### src/design/rhp_consts.svh
// Offsets, field positions, reset values and timing values (microseconds, clock MHz) of the root hub port block
`ifndef RHP_CONSTS_SVH
`define RHP_CONSTS_SVH

// Register byte addresses
`define RHP_PORT_STATUS_ADDR 12'h000
`define RHP_CTRL_ADDR        12'h004
`define RHP_IRQ_STATUS_ADDR  12'h008
`define RHP_IRQ_MASK_ADDR    12'h00c

// Port status word bits
`define RHP_CONNECT_BIT      0
`define RHP_ENABLE_BIT       1
`define RHP_SUSPEND_BIT      2
`define RHP_RESUME_BIT       3
`define RHP_RESET_BIT        4
`define RHP_POWER_ON_BIT     8
`define RHP_POWER_OFF_BIT    9
`define RHP_CONN_CHG_BIT     16
`define RHP_EN_CHG_BIT       17
`define RHP_SUSP_CHG_BIT     18
`define RHP_RST_CHG_BIT      20

// Control register bits
`define RHP_CTRL_NONREM_BIT  0

// Interrupt status bits
`define RHP_IRQ_CONN_BIT     0
`define RHP_IRQ_EN_BIT       1
`define RHP_IRQ_SUSP_BIT     2
`define RHP_IRQ_RST_BIT      3

// Reset values
`define RHP_CTRL_RESET       1'h0
`define RHP_IRQ_MASK_RESET   4'h0

// Timing
`define RHP_DEBOUNCE_US      100
`define RHP_PORT_RESET_US    10000
`define RHP_RESUME_US        20000
`define RHP_CLK_MHZ          50

`endif

### src/design/rhp_pkg.sv
// Types of the root hub port block
package rhp_pkg;

  typedef enum logic [3:0] {
    RHP_ST_IDLE    = 4'b0001,
    RHP_ST_RESET   = 4'b0010,
    RHP_ST_SUSPEND = 4'b0100,
    RHP_ST_RESUME  = 4'b1000
  } rhp_seq_t;

endpackage

### src/design/rhp_debounce.sv
// Attach detector: three-flop synchroniser plus debounce timer
`timescale 1ns/100ps
`include "rhp_consts.svh"
module rhp_debounce #(
  parameter int CYCLES = `RHP_DEBOUNCE_US * `RHP_CLK_MHZ
) (
  // Clock and reset
  input  wire logic pclk,
  input  wire logic presetn,
  // Line state
  input  wire logic attach_raw,
  // Debounced level
  output logic      attached
);

  typedef struct packed {
    logic [2:0]  sync;
    logic [31:0] cnt;
    logic        level;
  } rhp_db_t;

  rhp_db_t st;
  rhp_db_t next_st;

  always_comb begin
    next_st      = st;
    next_st.sync = {st.sync[1:0], attach_raw};
    // Only flops two and three are compared; flop one feeds flop two alone
    if (st.sync[1] != st.sync[2]) begin
      next_st.cnt = 32'h0;
    end else if (st.sync[2] == st.level) begin
      next_st.cnt = 32'h0;
    end else if (st.cnt >= 32'(CYCLES - 1)) begin
      next_st.level = st.sync[2];
      next_st.cnt   = 32'h0;
    end else begin
      next_st.cnt = st.cnt + 32'h1;
    end
  end

  always_ff @(posedge pclk or negedge presetn) begin
    if (!presetn) begin
      st <= '0;
    end else begin
      st <= next_st;
    end
  end

  assign attached = st.level;

endmodule

### src/design/rhp_port.sv
// Root hub downstream port: enable and connect status, APB registers, interrupt
//
// The APB slave port and the register offsets were decided locally.
`timescale 1ns/100ps
`include "rhp_consts.svh"
module rhp_port
  import rhp_pkg::*;
#(
  parameter int RESET_CYCLES  = `RHP_PORT_RESET_US * `RHP_CLK_MHZ,
  parameter int RESUME_CYCLES = `RHP_RESUME_US * `RHP_CLK_MHZ,
  parameter int DEBOUNCE_CYC  = `RHP_DEBOUNCE_US * `RHP_CLK_MHZ
) (
  // Clock and reset
  input  wire logic        pclk,
  input  wire logic        presetn,
  // APB slave
  input  wire logic        psel,
  input  wire logic        penable,
  input  wire logic        pwrite,
  input  wire logic [11:0] paddr,
  input  wire logic [31:0] pwdata,
  output logic      [31:0] prdata,
  output logic             pready,
  output logic             pslverr,
  // Port line and fault inputs
  input  wire logic        line_attach,
  input  wire logic        overcurrent,
  input  wire logic        bus_error,
  // Port drive
  output logic             port_reset_drive,
  output logic             port_suspended,
  output logic             port_powered,
  // Interrupt
  output logic             irq
);

  import rhp_pkg::*;

  ////////////////////////////////////////////////////////////////////////////

  typedef struct packed {
    logic [2:0]  oc_sync;
    logic [2:0]  err_sync;
    logic        attached_q;
    logic        connect;
    logic        enable;
    logic        suspend;
    logic        reset;
    logic        powered;
    logic        conn_chg;
    logic        en_chg;
    logic        susp_chg;
    logic        rst_chg;
    rhp_seq_t    seq;
    logic [31:0] timer;
    logic        nonrem;
    logic [3:0]  irq_stat;
    logic [3:0]  irq_mask;
    logic [31:0] rdata;
    logic        ready;
    logic        slverr;
    logic        irq;
  } rhp_state_t;

  rhp_state_t st;
  rhp_state_t next_st;
  logic       attached;

  // Address decode used only for pslverr; read and write paths compare paddr themselves
  function automatic logic mapped(input logic [11:0] a);
    mapped = (a == `RHP_PORT_STATUS_ADDR) || (a == `RHP_CTRL_ADDR) ||
             (a == `RHP_IRQ_STATUS_ADDR) || (a == `RHP_IRQ_MASK_ADDR);
  endfunction

  ////////////////////////////////////////////////////////////////////////////

  rhp_debounce #(
    .CYCLES (DEBOUNCE_CYC)
  ) u_debounce (
    .pclk       (pclk),
    .presetn    (presetn),
    .attach_raw (line_attach),
    .attached   (attached)
  );

  ////////////////////////////////////////////////////////////////////////////

  logic        acc;
  logic        wr;
  logic        rd;
  logic        conn_now;
  logic        oc_lvl;
  logic        err_lvl;
  logic [31:0] status_word;

  always_comb begin
    next_st = st;
    acc     = psel && penable && !st.ready;
    wr      = acc && pwrite && (paddr == `RHP_PORT_STATUS_ADDR);
    rd      = acc && !pwrite;

    // Fault pins pass three flops; act once flops two and three are both high
    next_st.oc_sync  = {st.oc_sync[1:0], overcurrent};
    next_st.err_sync = {st.err_sync[1:0], bus_error};
    oc_lvl  = st.oc_sync[1] && st.oc_sync[2];
    err_lvl = st.err_sync[1] && st.err_sync[2];

    conn_now = attached || st.nonrem;
    next_st.attached_q = conn_now;
    next_st.connect = conn_now;
    // change flag on attach or detach
    if (conn_now != st.attached_q) begin
      next_st.conn_chg = 1'b1;
    end

    // Change flags are write-one-to-clear; a same-cycle set below wins
    if (wr) begin
      if (pwdata[`RHP_CONN_CHG_BIT]) next_st.conn_chg = 1'b0;
      if (pwdata[`RHP_EN_CHG_BIT])   next_st.en_chg   = 1'b0;
      if (pwdata[`RHP_SUSP_CHG_BIT]) next_st.susp_chg = 1'b0;
      if (pwdata[`RHP_RST_CHG_BIT])  next_st.rst_chg  = 1'b0;
      if (pwdata[`RHP_POWER_ON_BIT]) next_st.powered  = 1'b1;
      if (pwdata[`RHP_POWER_OFF_BIT]) next_st.powered = 1'b0;
      if (conn_now != st.attached_q) next_st.conn_chg = 1'b1;
    end

    // write one to bit 0 clears enable
    if (wr && pwdata[`RHP_CONNECT_BIT]) begin
      next_st.enable = 1'b0;
    end
    // write one to bit 1 sets enable if connected, else sets the connect change flag
    if (wr && pwdata[`RHP_ENABLE_BIT]) begin
      if (st.connect) begin
        next_st.enable = 1'b1;
      end else begin
        next_st.conn_chg = 1'b1;
      end
    end

    // Suspend and resume requests, refused while disconnected
    if (wr && pwdata[`RHP_SUSPEND_BIT] && st.seq == RHP_ST_IDLE) begin
      if (st.connect) begin
        next_st.suspend = 1'b1;
        next_st.seq     = RHP_ST_SUSPEND;
      end else begin
        next_st.conn_chg = 1'b1;
      end
    end
    if (wr && pwdata[`RHP_RESUME_BIT] && st.seq == RHP_ST_SUSPEND) begin
      next_st.seq   = RHP_ST_RESUME;
      next_st.timer = 32'h0;
    end

    // set port reset starts reset signalling if connected, else sets the connect change flag
    if (wr && pwdata[`RHP_RESET_BIT] && st.seq != RHP_ST_RESET) begin
      if (st.connect) begin
        next_st.reset = 1'b1;
        next_st.seq   = RHP_ST_RESET;
        next_st.timer = 32'h0;
      end else begin
        next_st.conn_chg = 1'b1;
      end
    end

    case (st.seq)
      RHP_ST_IDLE: begin
      end
      RHP_ST_SUSPEND: begin
      end
      RHP_ST_RESET: begin
        next_st.timer = st.timer + 32'h1;
        if (st.timer >= 32'(RESET_CYCLES - 1)) begin
          next_st.reset   = 1'b0;
          next_st.rst_chg = 1'b1;
          next_st.suspend = 1'b0;
          next_st.seq     = RHP_ST_IDLE;
          next_st.enable  = conn_now;
        end
      end
      RHP_ST_RESUME: begin
        next_st.timer = st.timer + 32'h1;
        if (st.timer >= 32'(RESUME_CYCLES - 1)) begin
          next_st.suspend  = 1'b0;
          next_st.susp_chg = 1'b1;
          next_st.seq      = RHP_ST_IDLE;
          next_st.enable   = conn_now;
        end
      end
      default: begin
        next_st.seq = RHP_ST_IDLE;
      end
    endcase

    // hardware disables on fault, detach or power loss
    if (st.enable && (oc_lvl || err_lvl || !conn_now || !st.powered)) begin
      next_st.enable = 1'b0;
      next_st.en_chg = 1'b1;
    end
    if (!conn_now) begin
      next_st.enable = 1'b0;
      next_st.reset  = 1'b0;
      next_st.suspend = 1'b0;
      next_st.seq    = RHP_ST_IDLE;
    end

    // Control and mask registers
    if (acc && pwrite && paddr == `RHP_CTRL_ADDR) begin
      next_st.nonrem = pwdata[`RHP_CTRL_NONREM_BIT];
    end
    if (acc && pwrite && paddr == `RHP_IRQ_MASK_ADDR) begin
      next_st.irq_mask = pwdata[3:0];
    end

    // Sticky interrupt status; read clears, new event wins
    if (rd && paddr == `RHP_IRQ_STATUS_ADDR) begin
      next_st.irq_stat = 4'h0;
    end
    next_st.irq_stat[`RHP_IRQ_CONN_BIT] = next_st.irq_stat[`RHP_IRQ_CONN_BIT] |
                                          (next_st.conn_chg & ~st.conn_chg);
    next_st.irq_stat[`RHP_IRQ_EN_BIT]   = next_st.irq_stat[`RHP_IRQ_EN_BIT] |
                                          (next_st.en_chg & ~st.en_chg);
    next_st.irq_stat[`RHP_IRQ_SUSP_BIT] = next_st.irq_stat[`RHP_IRQ_SUSP_BIT] |
                                          (next_st.susp_chg & ~st.susp_chg);
    next_st.irq_stat[`RHP_IRQ_RST_BIT]  = next_st.irq_stat[`RHP_IRQ_RST_BIT] |
                                          (next_st.rst_chg & ~st.rst_chg);
    next_st.irq = |(next_st.irq_stat & next_st.irq_mask);

    status_word = 32'h0;
    status_word[`RHP_CONNECT_BIT]  = st.connect;
    status_word[`RHP_ENABLE_BIT]   = st.enable;
    status_word[`RHP_SUSPEND_BIT]  = st.suspend;
    status_word[`RHP_RESET_BIT]    = st.reset;
    status_word[`RHP_POWER_ON_BIT] = st.powered;
    status_word[`RHP_CONN_CHG_BIT] = st.conn_chg;
    status_word[`RHP_EN_CHG_BIT]   = st.en_chg;
    status_word[`RHP_SUSP_CHG_BIT] = st.susp_chg;
    status_word[`RHP_RST_CHG_BIT]  = st.rst_chg;

    // One wait state: answer on the cycle after the access phase opens
    next_st.ready  = acc;
    next_st.slverr = acc && !mapped(paddr);
    next_st.rdata  = 32'h0;
    if (rd) begin
      case (paddr)
        `RHP_PORT_STATUS_ADDR: next_st.rdata = status_word;
        `RHP_CTRL_ADDR:        next_st.rdata = {31'h0, st.nonrem};
        `RHP_IRQ_STATUS_ADDR:  next_st.rdata = {28'h0, st.irq_stat};
        `RHP_IRQ_MASK_ADDR:    next_st.rdata = {28'h0, st.irq_mask};
        default:               next_st.rdata = 32'h0;
      endcase
    end
  end

  always_ff @(posedge pclk or negedge presetn) begin
    if (!presetn) begin
      st          <= '0;
      st.seq      <= RHP_ST_IDLE;
      st.powered  <= 1'b1;
      st.nonrem   <= `RHP_CTRL_RESET;
      st.irq_mask <= `RHP_IRQ_MASK_RESET;
    end else begin
      st <= next_st;
    end
  end

  ////////////////////////////////////////////////////////////////////////////

  assign prdata           = st.rdata;
  assign pready           = st.ready;
  assign pslverr          = st.slverr;
  assign port_reset_drive = st.reset;
  assign port_suspended   = st.suspend;
  assign port_powered     = st.powered;
  assign irq              = st.irq;

endmodule

### config.mk
export PLATFORM = sky130hd
export DESIGN_NAME = rhp_port
export DESIGN_NICKNAME = d
export VERILOG_FILES = /design/src/design/rhp_pkg.sv /design/src/design/rhp_debounce.sv /design/src/design/rhp_port.sv
export VERILOG_INCLUDE_DIRS = /design/src /design/src/design
export SDC_FILE = /design/constraint.sdc
export NUM_CORES = 1
export LEC_CHECK = 0
export ABC_CLOCK_PERIOD_IN_PS = 7000
export BUFFER_PORTS_ARGS = -buffer_cell sky130_fd_sc_hd__buf_2
export CORE_ASPECT_RATIO = 0.7
export CORE_UTILIZATION = 60
export DETAILED_ROUTE_END_ITERATION = 12
export PLACE_DENSITY = 0.92
export SETUP_SLACK_MARGIN = 0.02
export SLEW_MARGIN = 0
export SYNTH_ARGS = -nofsm -noshare
export SYNTH_HDL_FRONTEND = slang
export SYNTH_SLANG_ARGS = --single-unit
### constraint.sdc
create_clock -name pclk -period 7 [get_ports pclk]
set_input_delay 1.4 -clock pclk [delete_from_list [all_inputs] [get_ports pclk]]
set_output_delay 1.4 -clock pclk [all_outputs]
set_load 0.05 [all_outputs]
Word level (Yosys, flattened, before mapping). Cells that the tools add are included.

Register bits: 131. Input port bits: 52. Output and inout bits: 38. Word-level logic and storage cells: 142.

$add $sub $neg: 2. Order comparisons: 3. Equality and inequality tests: 11. Multiplexer cells: 49. Bitwise logic cells: 15. Reductions and logical operators: 39.

Operators by type and width (count): $mux 32 (4); $mux 36 (3); $pmux 21 s4 (1); $add 32x1->32 const B (2); $ge 32x13->1 const B (1); $ge 32x19->1 const B (1); $ge 32x20->1 const B (1); $mux 4 (7); $mux 1 (27); $eq 12x4->1 const B (2); $mux 21 (1); $logic_and 1x1->1 (20); $eq 12x3->1 const B (1); $logic_not 12->1 (1); $pmux 4 s3 (1); $logic_or 1x1->1 (7); $mux 3 (2); $not 1->1 (6); $logic_not 1->1 (5); $mux 5 (1); $and 1x1->1 (4); $and 4x4->4 (1); $eq 4x1->1 const B (1); $eq 4x2->1 const B (1); other kinds (13) (18).

Logic depth before layout (Yosys ltp). Gate-level depths: netlist of run 1.

Depth in word-level cells: 16. Depth in mapped cells: 8. Depth with buffers taken out: 7.

By module. Synthesis of run 1 repeated with hierarchy kept, for this count alone.

Cells, all modules: 488. Area total of the unflattened synthesis: 5170.0 sq um.

By module, submodules not included: rhp_port (instances 1, cells an instance 386, area an instance 3818.7 sq um, sequential area each 1829.3 sq um); rhp_debounce (instances 1, cells an instance 102, area an instance 1351.3 sq um, sequential area each 900.9 sq um).

Least setup slack after synthesis of run 1. Ideal clock, no wire load.

Path type: input to register. From: input paddr[1]. To: register st (netlist bit irq). Setup time: 0.129 ns. Arrival: 2.982 ns. Data required time: 6.871 ns. Slack: 3.889 ns. Cell stages on the path: 6. Cell sequence: nor4_4 -> nand4_4 -> or3b_4 -> a22o_1 -> and2_0 -> a2111o_1.

RTL lines: start, declared (RTL line rhp_port.sv:20) `input wire logic [11:0] paddr,`; end signal, assigned (RTL line rhp_port.sv:262) `st <= next_st;`; end, declared (RTL line rhp_port.sv:65) `rhp_state_t st;`.

==> results of run 1 <==
[cell usage after synthesis, types with 4 or more instances]
library cell / instances / area, um2
sky130_fd_sc_hd__a21o_1: 4 / 30.0
sky130_fd_sc_hd__a21oi_1: 14 / 70.1
sky130_fd_sc_hd__and2_1: 6 / 37.5
sky130_fd_sc_hd__and3_1: 10 / 62.6
sky130_fd_sc_hd__and4_1: 5 / 43.8
sky130_fd_sc_hd__buf_4: 32 / 240
sky130_fd_sc_hd__clkbuf_1: 10 / 37.5
sky130_fd_sc_hd__dfrtp_1: 107 / 2680
sky130_fd_sc_hd__inv_1: 10 / 37.5
sky130_fd_sc_hd__mux2_2: 6 / 67.6
sky130_fd_sc_hd__nand2_1: 40 / 150
sky130_fd_sc_hd__nand3_1: 32 / 160
sky130_fd_sc_hd__nand4_1: 10 / 62.6
sky130_fd_sc_hd__nor2_1: 58 / 218
sky130_fd_sc_hd__nor3_1: 12 / 60.1
sky130_fd_sc_hd__nor4_1: 15 / 93.8
sky130_fd_sc_hd__o21ai_0: 17 / 85.1
sky130_fd_sc_hd__or3_1: 4 / 25.0
sky130_fd_sc_hd__xnor2_1: 16 / 140
sky130_fd_sc_hd__xor2_1: 15 / 131
[critical path, stage by stage]
cell	delay, ps
sky130_fd_sc_hd__buf_2	110
sky130_fd_sc_hd__nor4_4	400
sky130_fd_sc_hd__and4_4	300
sky130_fd_sc_hd__and3_1	310
sky130_fd_sc_hd__and3_1	700
sky130_fd_sc_hd__nand3b_1	190
sky130_fd_sc_hd__o21ai_1	70
[final timing paths]
path,to,start,cells after the start,slack [ps]
hold / removal,next_st[92],next_st[91],0,360
hold reg to reg,next_st[92],next_st[91],0,360
setup / recovery,st[75],paddr[7],7,3740
max in group asynchronous,u_debounce.st[8],presetn,2,4780
min in group asynchronous,port_suspended,presetn,1,990
setup reg to reg,irq,st[44],7,4430
[logic make-up after synthesis]
logic type	Yosys count	share of synthesized area
buffers and inverters	55	0.0648
AO/OA/AOI/OAI	59	0.0751
XOR/XNOR	31	0.0535
other	1	0.000738
multiplexers	9	0.0227
flip-flops	109	0.538
AND/OR/NAND/NOR	223	0.241
adder cells (fa/ha/maj)	2	0.00493
[state kept, by name, summed over array words and instances (netlist names)]
register             cells
pslverr                  1
next_st                  4
u_debounce.next_st       2
u_debounce.attached      1
pready                   1
port_powered             1
u_debounce.st           33
st                      53
prdata                  10
irq                      1
port_reset_drive         1
port_suspended           1
[layer usage]
metal	vias to the layer above	wire length (um)
met4	0	218
met3	23	828
met1	1805	4230
met2	161	4540
li1	1758	-
met5	-	0
[placed cells by master, fill, tap and decap left out, types with 3 or more instances in the layout]
cell type,n
sky130_fd_sc_hd__o21ai_0,17
sky130_fd_sc_hd__conb_1,41
sky130_fd_sc_hd__a21o_1,4
sky130_fd_sc_hd__and4_1,5
sky130_fd_sc_hd__nand3_1,32
sky130_fd_sc_hd__xor2_1,15
sky130_fd_sc_hd__nor3_1,12
sky130_fd_sc_hd__nor4_2,3
sky130_fd_sc_hd__a22oi_1,3
sky130_fd_sc_hd__and2_1,6
sky130_fd_sc_hd__nor4_1,15
sky130_fd_sc_hd__a211oi_1,3
sky130_fd_sc_hd__nor3b_1,3
sky130_fd_sc_hd__dfrtp_1,107
sky130_fd_sc_hd__mux2_2,6
sky130_fd_sc_hd__xnor2_1,16
sky130_fd_sc_hd__a21oi_1,14
sky130_fd_sc_hd__inv_1,10
sky130_fd_sc_hd__clkbuf_16,9
sky130_fd_sc_hd__and3_1,10
sky130_fd_sc_hd__nand2b_1,3
sky130_fd_sc_hd__buf_2,45
sky130_fd_sc_hd__nor2_1,58
sky130_fd_sc_hd__inv_6,3
sky130_fd_sc_hd__nand4_1,10
sky130_fd_sc_hd__buf_4,3
sky130_fd_sc_hd__or3_1,4
sky130_fd_sc_hd__nor2b_1,3
sky130_fd_sc_hd__nand2_1,40
[layout make-up]
| type | instances | share of cell area |
|---|---|---|
| Clock buffer | 10 | 0.0409 |
| Sequential cell | 109 | 0.488 |
| Inverter | 10 | 0.00671 |
| Tap cell | 101 | 0.0226 |
| Multi-Input combinational cell | 365 | 0.388 |
| Clock inverter | 6 | 0.00917 |
| Timing Repair Buffer | 48 | 0.0443 |
[stage by stage]
step / cells / worst slack, ps / area, um2 / total power [mW]
final: 649 / 3740 / 5590 / 1.20
after CTS: 649 / 3770 / 5590 / 1.21
after detailed placement: 633 / 3390 / 5310 / 0.732
after global routing: 649 / 3610 / 5590 / 1.24
after floorplan: 529 / 3890 / 5230 / 0.712
after global placement: 633 / 3480 / 5310 / 0.729
[power by group]
part | internal, mW | total, mW | switching (mW)
Sequential | 0.641 | 0.647 | 0.00668
Combinational | 0.0150 | 0.0731 | 0.0581
Clock | 0.248 | 0.477 | 0.229
Total | 0.903 | 1.20 | 0.294
==> impl_metrics.toml, run 1 <==
[outcome]
outcome = "complete, but fails checks"
failing_checks = "design-rule violations"

[finish]
number_of_diodes = 0
final-seq-area_um2 = 2730
layout-area-overhead-vs-synth_pct = 10.1
fraction_of_layout_instances_using_a_drive_strength_above_1 = 0.157
fillerInstances = 588
final_nets = 597
multi_input_area_um2 = 2170
finalCoreUtilization = 0.695

[floorplanning]
start_util = 0.632
num_io_pins = 90
die_width_um = 112
die_area_um2 = 8840
rows = 27
placeableCoreArea_um2 = 8040
chipHeight_um = 79.0

[sta]
final.setup_skew_ps = 12.5
clock.fmax_ghz = 0.307
final_period_utilization = 0.465
timing.final.crit_period_ps = 3260
tightest_hold_margin_ps = 356
setup_viol = 0
finalSetupTns_ps = 0
max_slew.worst_pin.slew_ps = 885
slew_headroom = 0.410
final_max_slew_viol_count = 0
report.final.hold_viol_count = 0
grt_setup_unrepaired = "no"

[yosys]
synth.lib_cells_used.distinct = 64
synth_flop_cell = "sky130_fd_sc_hd__dfrtp_1"
avgSynthCellArea_um2 = 10.4
async_reset_ff_frac = 1.00
netlist_area_um2 = 5080
synthesis.instances = 489
ys.warnings.count = 0
yosysSeqAreaShare = 0.538
synth-seq-cells = 109
synth_edf_count = 0

[cts]
cts_repair_resize_count = 0
cts_hold_buf = 0
clock_sinks = 109
htreeDepth = 3
cts_buffer_depth = 2
cts_tree = "done"
clk_latency_ps = 360
worst_setup_hold_path_clk_slew_ps = 70
cts-buffers-inserted = 9
cts_root_buffer = "sky130_fd_sc_hd__clkbuf_16"
post_cts.repair.setup_buffers = 0

[drt]
post-route-drc-count = 8
drt_pre_antenna_iters = 9
vias_post_dr = 3747
route.antenna.remaining_nets = 0
detail_route.wl_per_cell_um = 15.1
wirelength_um = 9820
drt_iter0_markers = 269
vias_per_cell = 5.77

[global_route]
vias_in_the_first_global_route = 3711
grt_overflow_total = 0
grt_antenna_before_repair = 0
busiest_layer = "met2"
grt_first_pass_wirelength_um = 16900
groute.layer.met3.usage = 0.0786
routing_usage_on_met2 = 0.385
groute.layer.met1.usage = 0.320
grt_start_max_net_pins = 75
grt_usage = 0.248

[worst_setup_path]
timing_worst_setup_path_type = "in -> reg"
crit_path_arrival_time_ps = 3500
cp.required_ps = 7240
worst-path-max-fanout = 21
setup.worst_path.end_class = "register"
critPathLaunchType = "primary input"

[placed_design]
gp_congestion = 0.882
placement.io_buffers = 46
hpwl_um = 7080

[flow_run]
drv_cap = 0

[power]
power_density_nw_per_um2 = 214
power.leakage_nw = 2.57
ir_drop_mv = 0.171

[min_path]
timing.hold.worst.class = "reg -> reg"
Power figures use the tool's default switching activity.
==> run 2, diff against run 1 <==
--- a/config.mk
+++ b/config.mk
@@ -6,12 +6,12 @@
 export SDC_FILE = /design/constraint.sdc
 export NUM_CORES = 1
 export LEC_CHECK = 0
-export ABC_CLOCK_PERIOD_IN_PS = 7000
+export ABC_CLOCK_PERIOD_IN_PS = 2640
 export BUFFER_PORTS_ARGS = -buffer_cell sky130_fd_sc_hd__buf_2
 export CORE_ASPECT_RATIO = 0.7
-export CORE_UTILIZATION = 60
+export CORE_UTILIZATION = 50
 export DETAILED_ROUTE_END_ITERATION = 12
-export PLACE_DENSITY = 0.92
+export PLACE_DENSITY = 0.82
 export SETUP_SLACK_MARGIN = 0.02
 export SLEW_MARGIN = 0
 export SYNTH_ARGS = -nofsm -noshare
==> constraint.sdc (replaced) <==
create_clock -name pclk -period 2.64 [get_ports pclk]
set_input_delay 0.528 -clock pclk [delete_from_list [all_inputs] [get_ports pclk]]
set_output_delay 0.528 -clock pclk [all_outputs]
set_load 0.05 [all_outputs]
==> run 2 against run 1 <==
The flow now finishes without violations. Hold slack worse by 210 ps. Sequential cell count stayed put. Non-clock buffer count is 8 higher. Critical endpoint is now irq.
==> impl_metrics.toml, run 2 (synthesized netlist as in run 1, its figures left out) <==
[global_route]
grt_usage = 0.210
grt_antenna_before_repair = 0
grt_start_max_net_pins = 46
grt_first_pass_wirelength_um = 17000
grt_overflow_total = 0
vias_in_the_first_global_route = 3492

[drt]
vias_post_dr = 3718
route.antenna.remaining_nets = 0
wirelength_um = 9920
post-route-drc-count = 0
drt_iter0_markers = 303
detail_route.wl_per_cell_um = 14.5
vias_per_cell = 5.44
drt_pre_antenna_iters = 5

[worst_setup_path]
worst_setup_path_startpoint = "st[44]"
worst-path-max-fanout = 4
critPathLaunchType = "register"
cp.required_ps = 2880
crit_path_arrival_time_ps = 2720
setup.worst_path.end_class = "register"
timing_worst_setup_path_type = "reg -> reg"
worstReg2RegStart = "st[44]"

[sta]
timing.final.crit_period_ps = 2480
max_slew.worst_pin.slew_ps = 648
report.final.hold_viol_count = 0
final.setup_skew_ps = 7.82
grt_setup_unrepaired = "no"
final_max_slew_viol_count = 0
slew_headroom = 0.557
finalSetupTns_ps = 0
setup_viol = 0
final_period_utilization = 0.940
clock.fmax_ghz = 0.403

[power]
power.leakage_nw = 2.63
power_density_nw_per_um2 = 582
swShare = 0.250
ir_drop_mv = 0.353
net-switching-power_mw = 0.834
internal_power_mw = 2.50
seqPwrFrac = 0.514
power_frac_comb = 0.059
clock_power_share = 0.427

[floorplanning]
die_width_um = 122
num_io_pins = 90
die_area_um2 = 10600
chipHeight_um = 86.3
rows = 30
placeableCoreArea_um2 = 9800
start_util = 0.518

[min_path]
timing.hold.worst.class = "in -> async"

[cts]
htreeDepth = 3
cts_root_buffer = "sky130_fd_sc_hd__clkbuf_16"
post_cts.repair.setup_buffers = 0
cts-buffers-inserted = 9
cts_buffer_depth = 2
cts_hold_buf = 0
cts_repair_resize_count = 0
cts_tree = "done"
clk_latency_ps = 360
worst_setup_hold_path_clk_slew_ps = 80
clock_sinks = 109

[outcome]
outcome = "finished clean"

[finish]
fillerInstances = 794
layout_commonest_cell = "sky130_fd_sc_hd__dfrtp_1"
register_with_the_most_flip_flops = "st"
layout_common_cells = "107 x sky130_fd_sc_hd__dfrtp_1, 58 x sky130_fd_sc_hd__nor2_1, 45 x sky130_fd_sc_hd__buf_2"
largest_reg_flops = 53
final_nets = 605
finalCoreUtilization = 0.585
fraction_of_layout_instances_using_a_drive_strength_above_1 = 0.171
layout-area-overhead-vs-synth_pct = 12.9
number_of_diodes = 0

[placed_design]
placement.io_buffers = 46
gp_congestion = 0.862
hpwl_um = 7190

[flow_run]
drv_cap = 0
run 2: power groups by stage:
stage               clock (mW)  combinational [mW]  sequential (mW)
floorplan                    0               0.141             1.75
global placement             0               0.192             1.75
global route              1.51               0.216             1.72
detailed placement           0               0.197             1.75
finish                    1.42               0.197             1.72
CTS                       1.44               0.197             1.72
run 2: area by class of cell:
cell class                 instances  area (um2)  share of cell area
sequential                       109        2730               0.476
multi-input combinational        365        2170               0.378
timing repair buffer              56         320              0.0559
clock buffer                       9         225              0.0393
tap                              128         160              0.0279
clock inverter                     7        91.3              0.0159
inverter                          10        37.5             0.00655
run 2: routing by layer:
metal,share of wire,vias up,track usage
li1,-,1769,-
met1,0.49,1822,0.300
met2,0.45,107,0.309
met3,0.046,20,0.0513
met4,0.018,0,0.0787
met5,0,-,0
run 2: worst paths after layout:
| path | cells past startpoint | slack, ps | to |
|---|---|---|---|
| max | 7 | 160 | irq |
| min | 1 | 150 | u_debounce.st[21] |
| max reg2reg | 7 | 160 | irq |
| min reg2reg | 0 | 350 | next_st[95] |
| max in group asynchronous | 2 | 1790 | prdata[4] |
| min in group pclk | 1 | 270 | next_st[91] |
run 2: through the flow:
| step | hold slack, ps | instances | power [mW] | area (um2) | worst slack [ps] |
|---|---|---|---|---|---|
| 6_report | 151 | 684 | 3.34 | 5730 | 157 |
| 5_1_grt | 193 | 684 | 3.45 | 5730 | 37.1 |
| 4_1_cts | 171 | 684 | 3.36 | 5730 | 183 |
| 3_5_place_dp | 339 | 668 | 1.95 | 5420 | 169 |
| 3_3_place_gp | 334 | 668 | 1.94 | 5420 | 201 |
| 2_1_floorplan | 232 | 529 | 1.89 | 5230 | 401 |
run 2: worst max-delay path, stage by stage, from the launching register on:
cell                       delay, ps
sky130_fd_sc_hd__dfrtp_1         410
sky130_fd_sc_hd__ha_1            250
sky130_fd_sc_hd__and3_1          170
sky130_fd_sc_hd__a311o_1         360
sky130_fd_sc_hd__a211oi_1        330
sky130_fd_sc_hd__nor2_1          150
sky130_fd_sc_hd__a22o_2          290
sky130_fd_sc_hd__a2111o_1        410
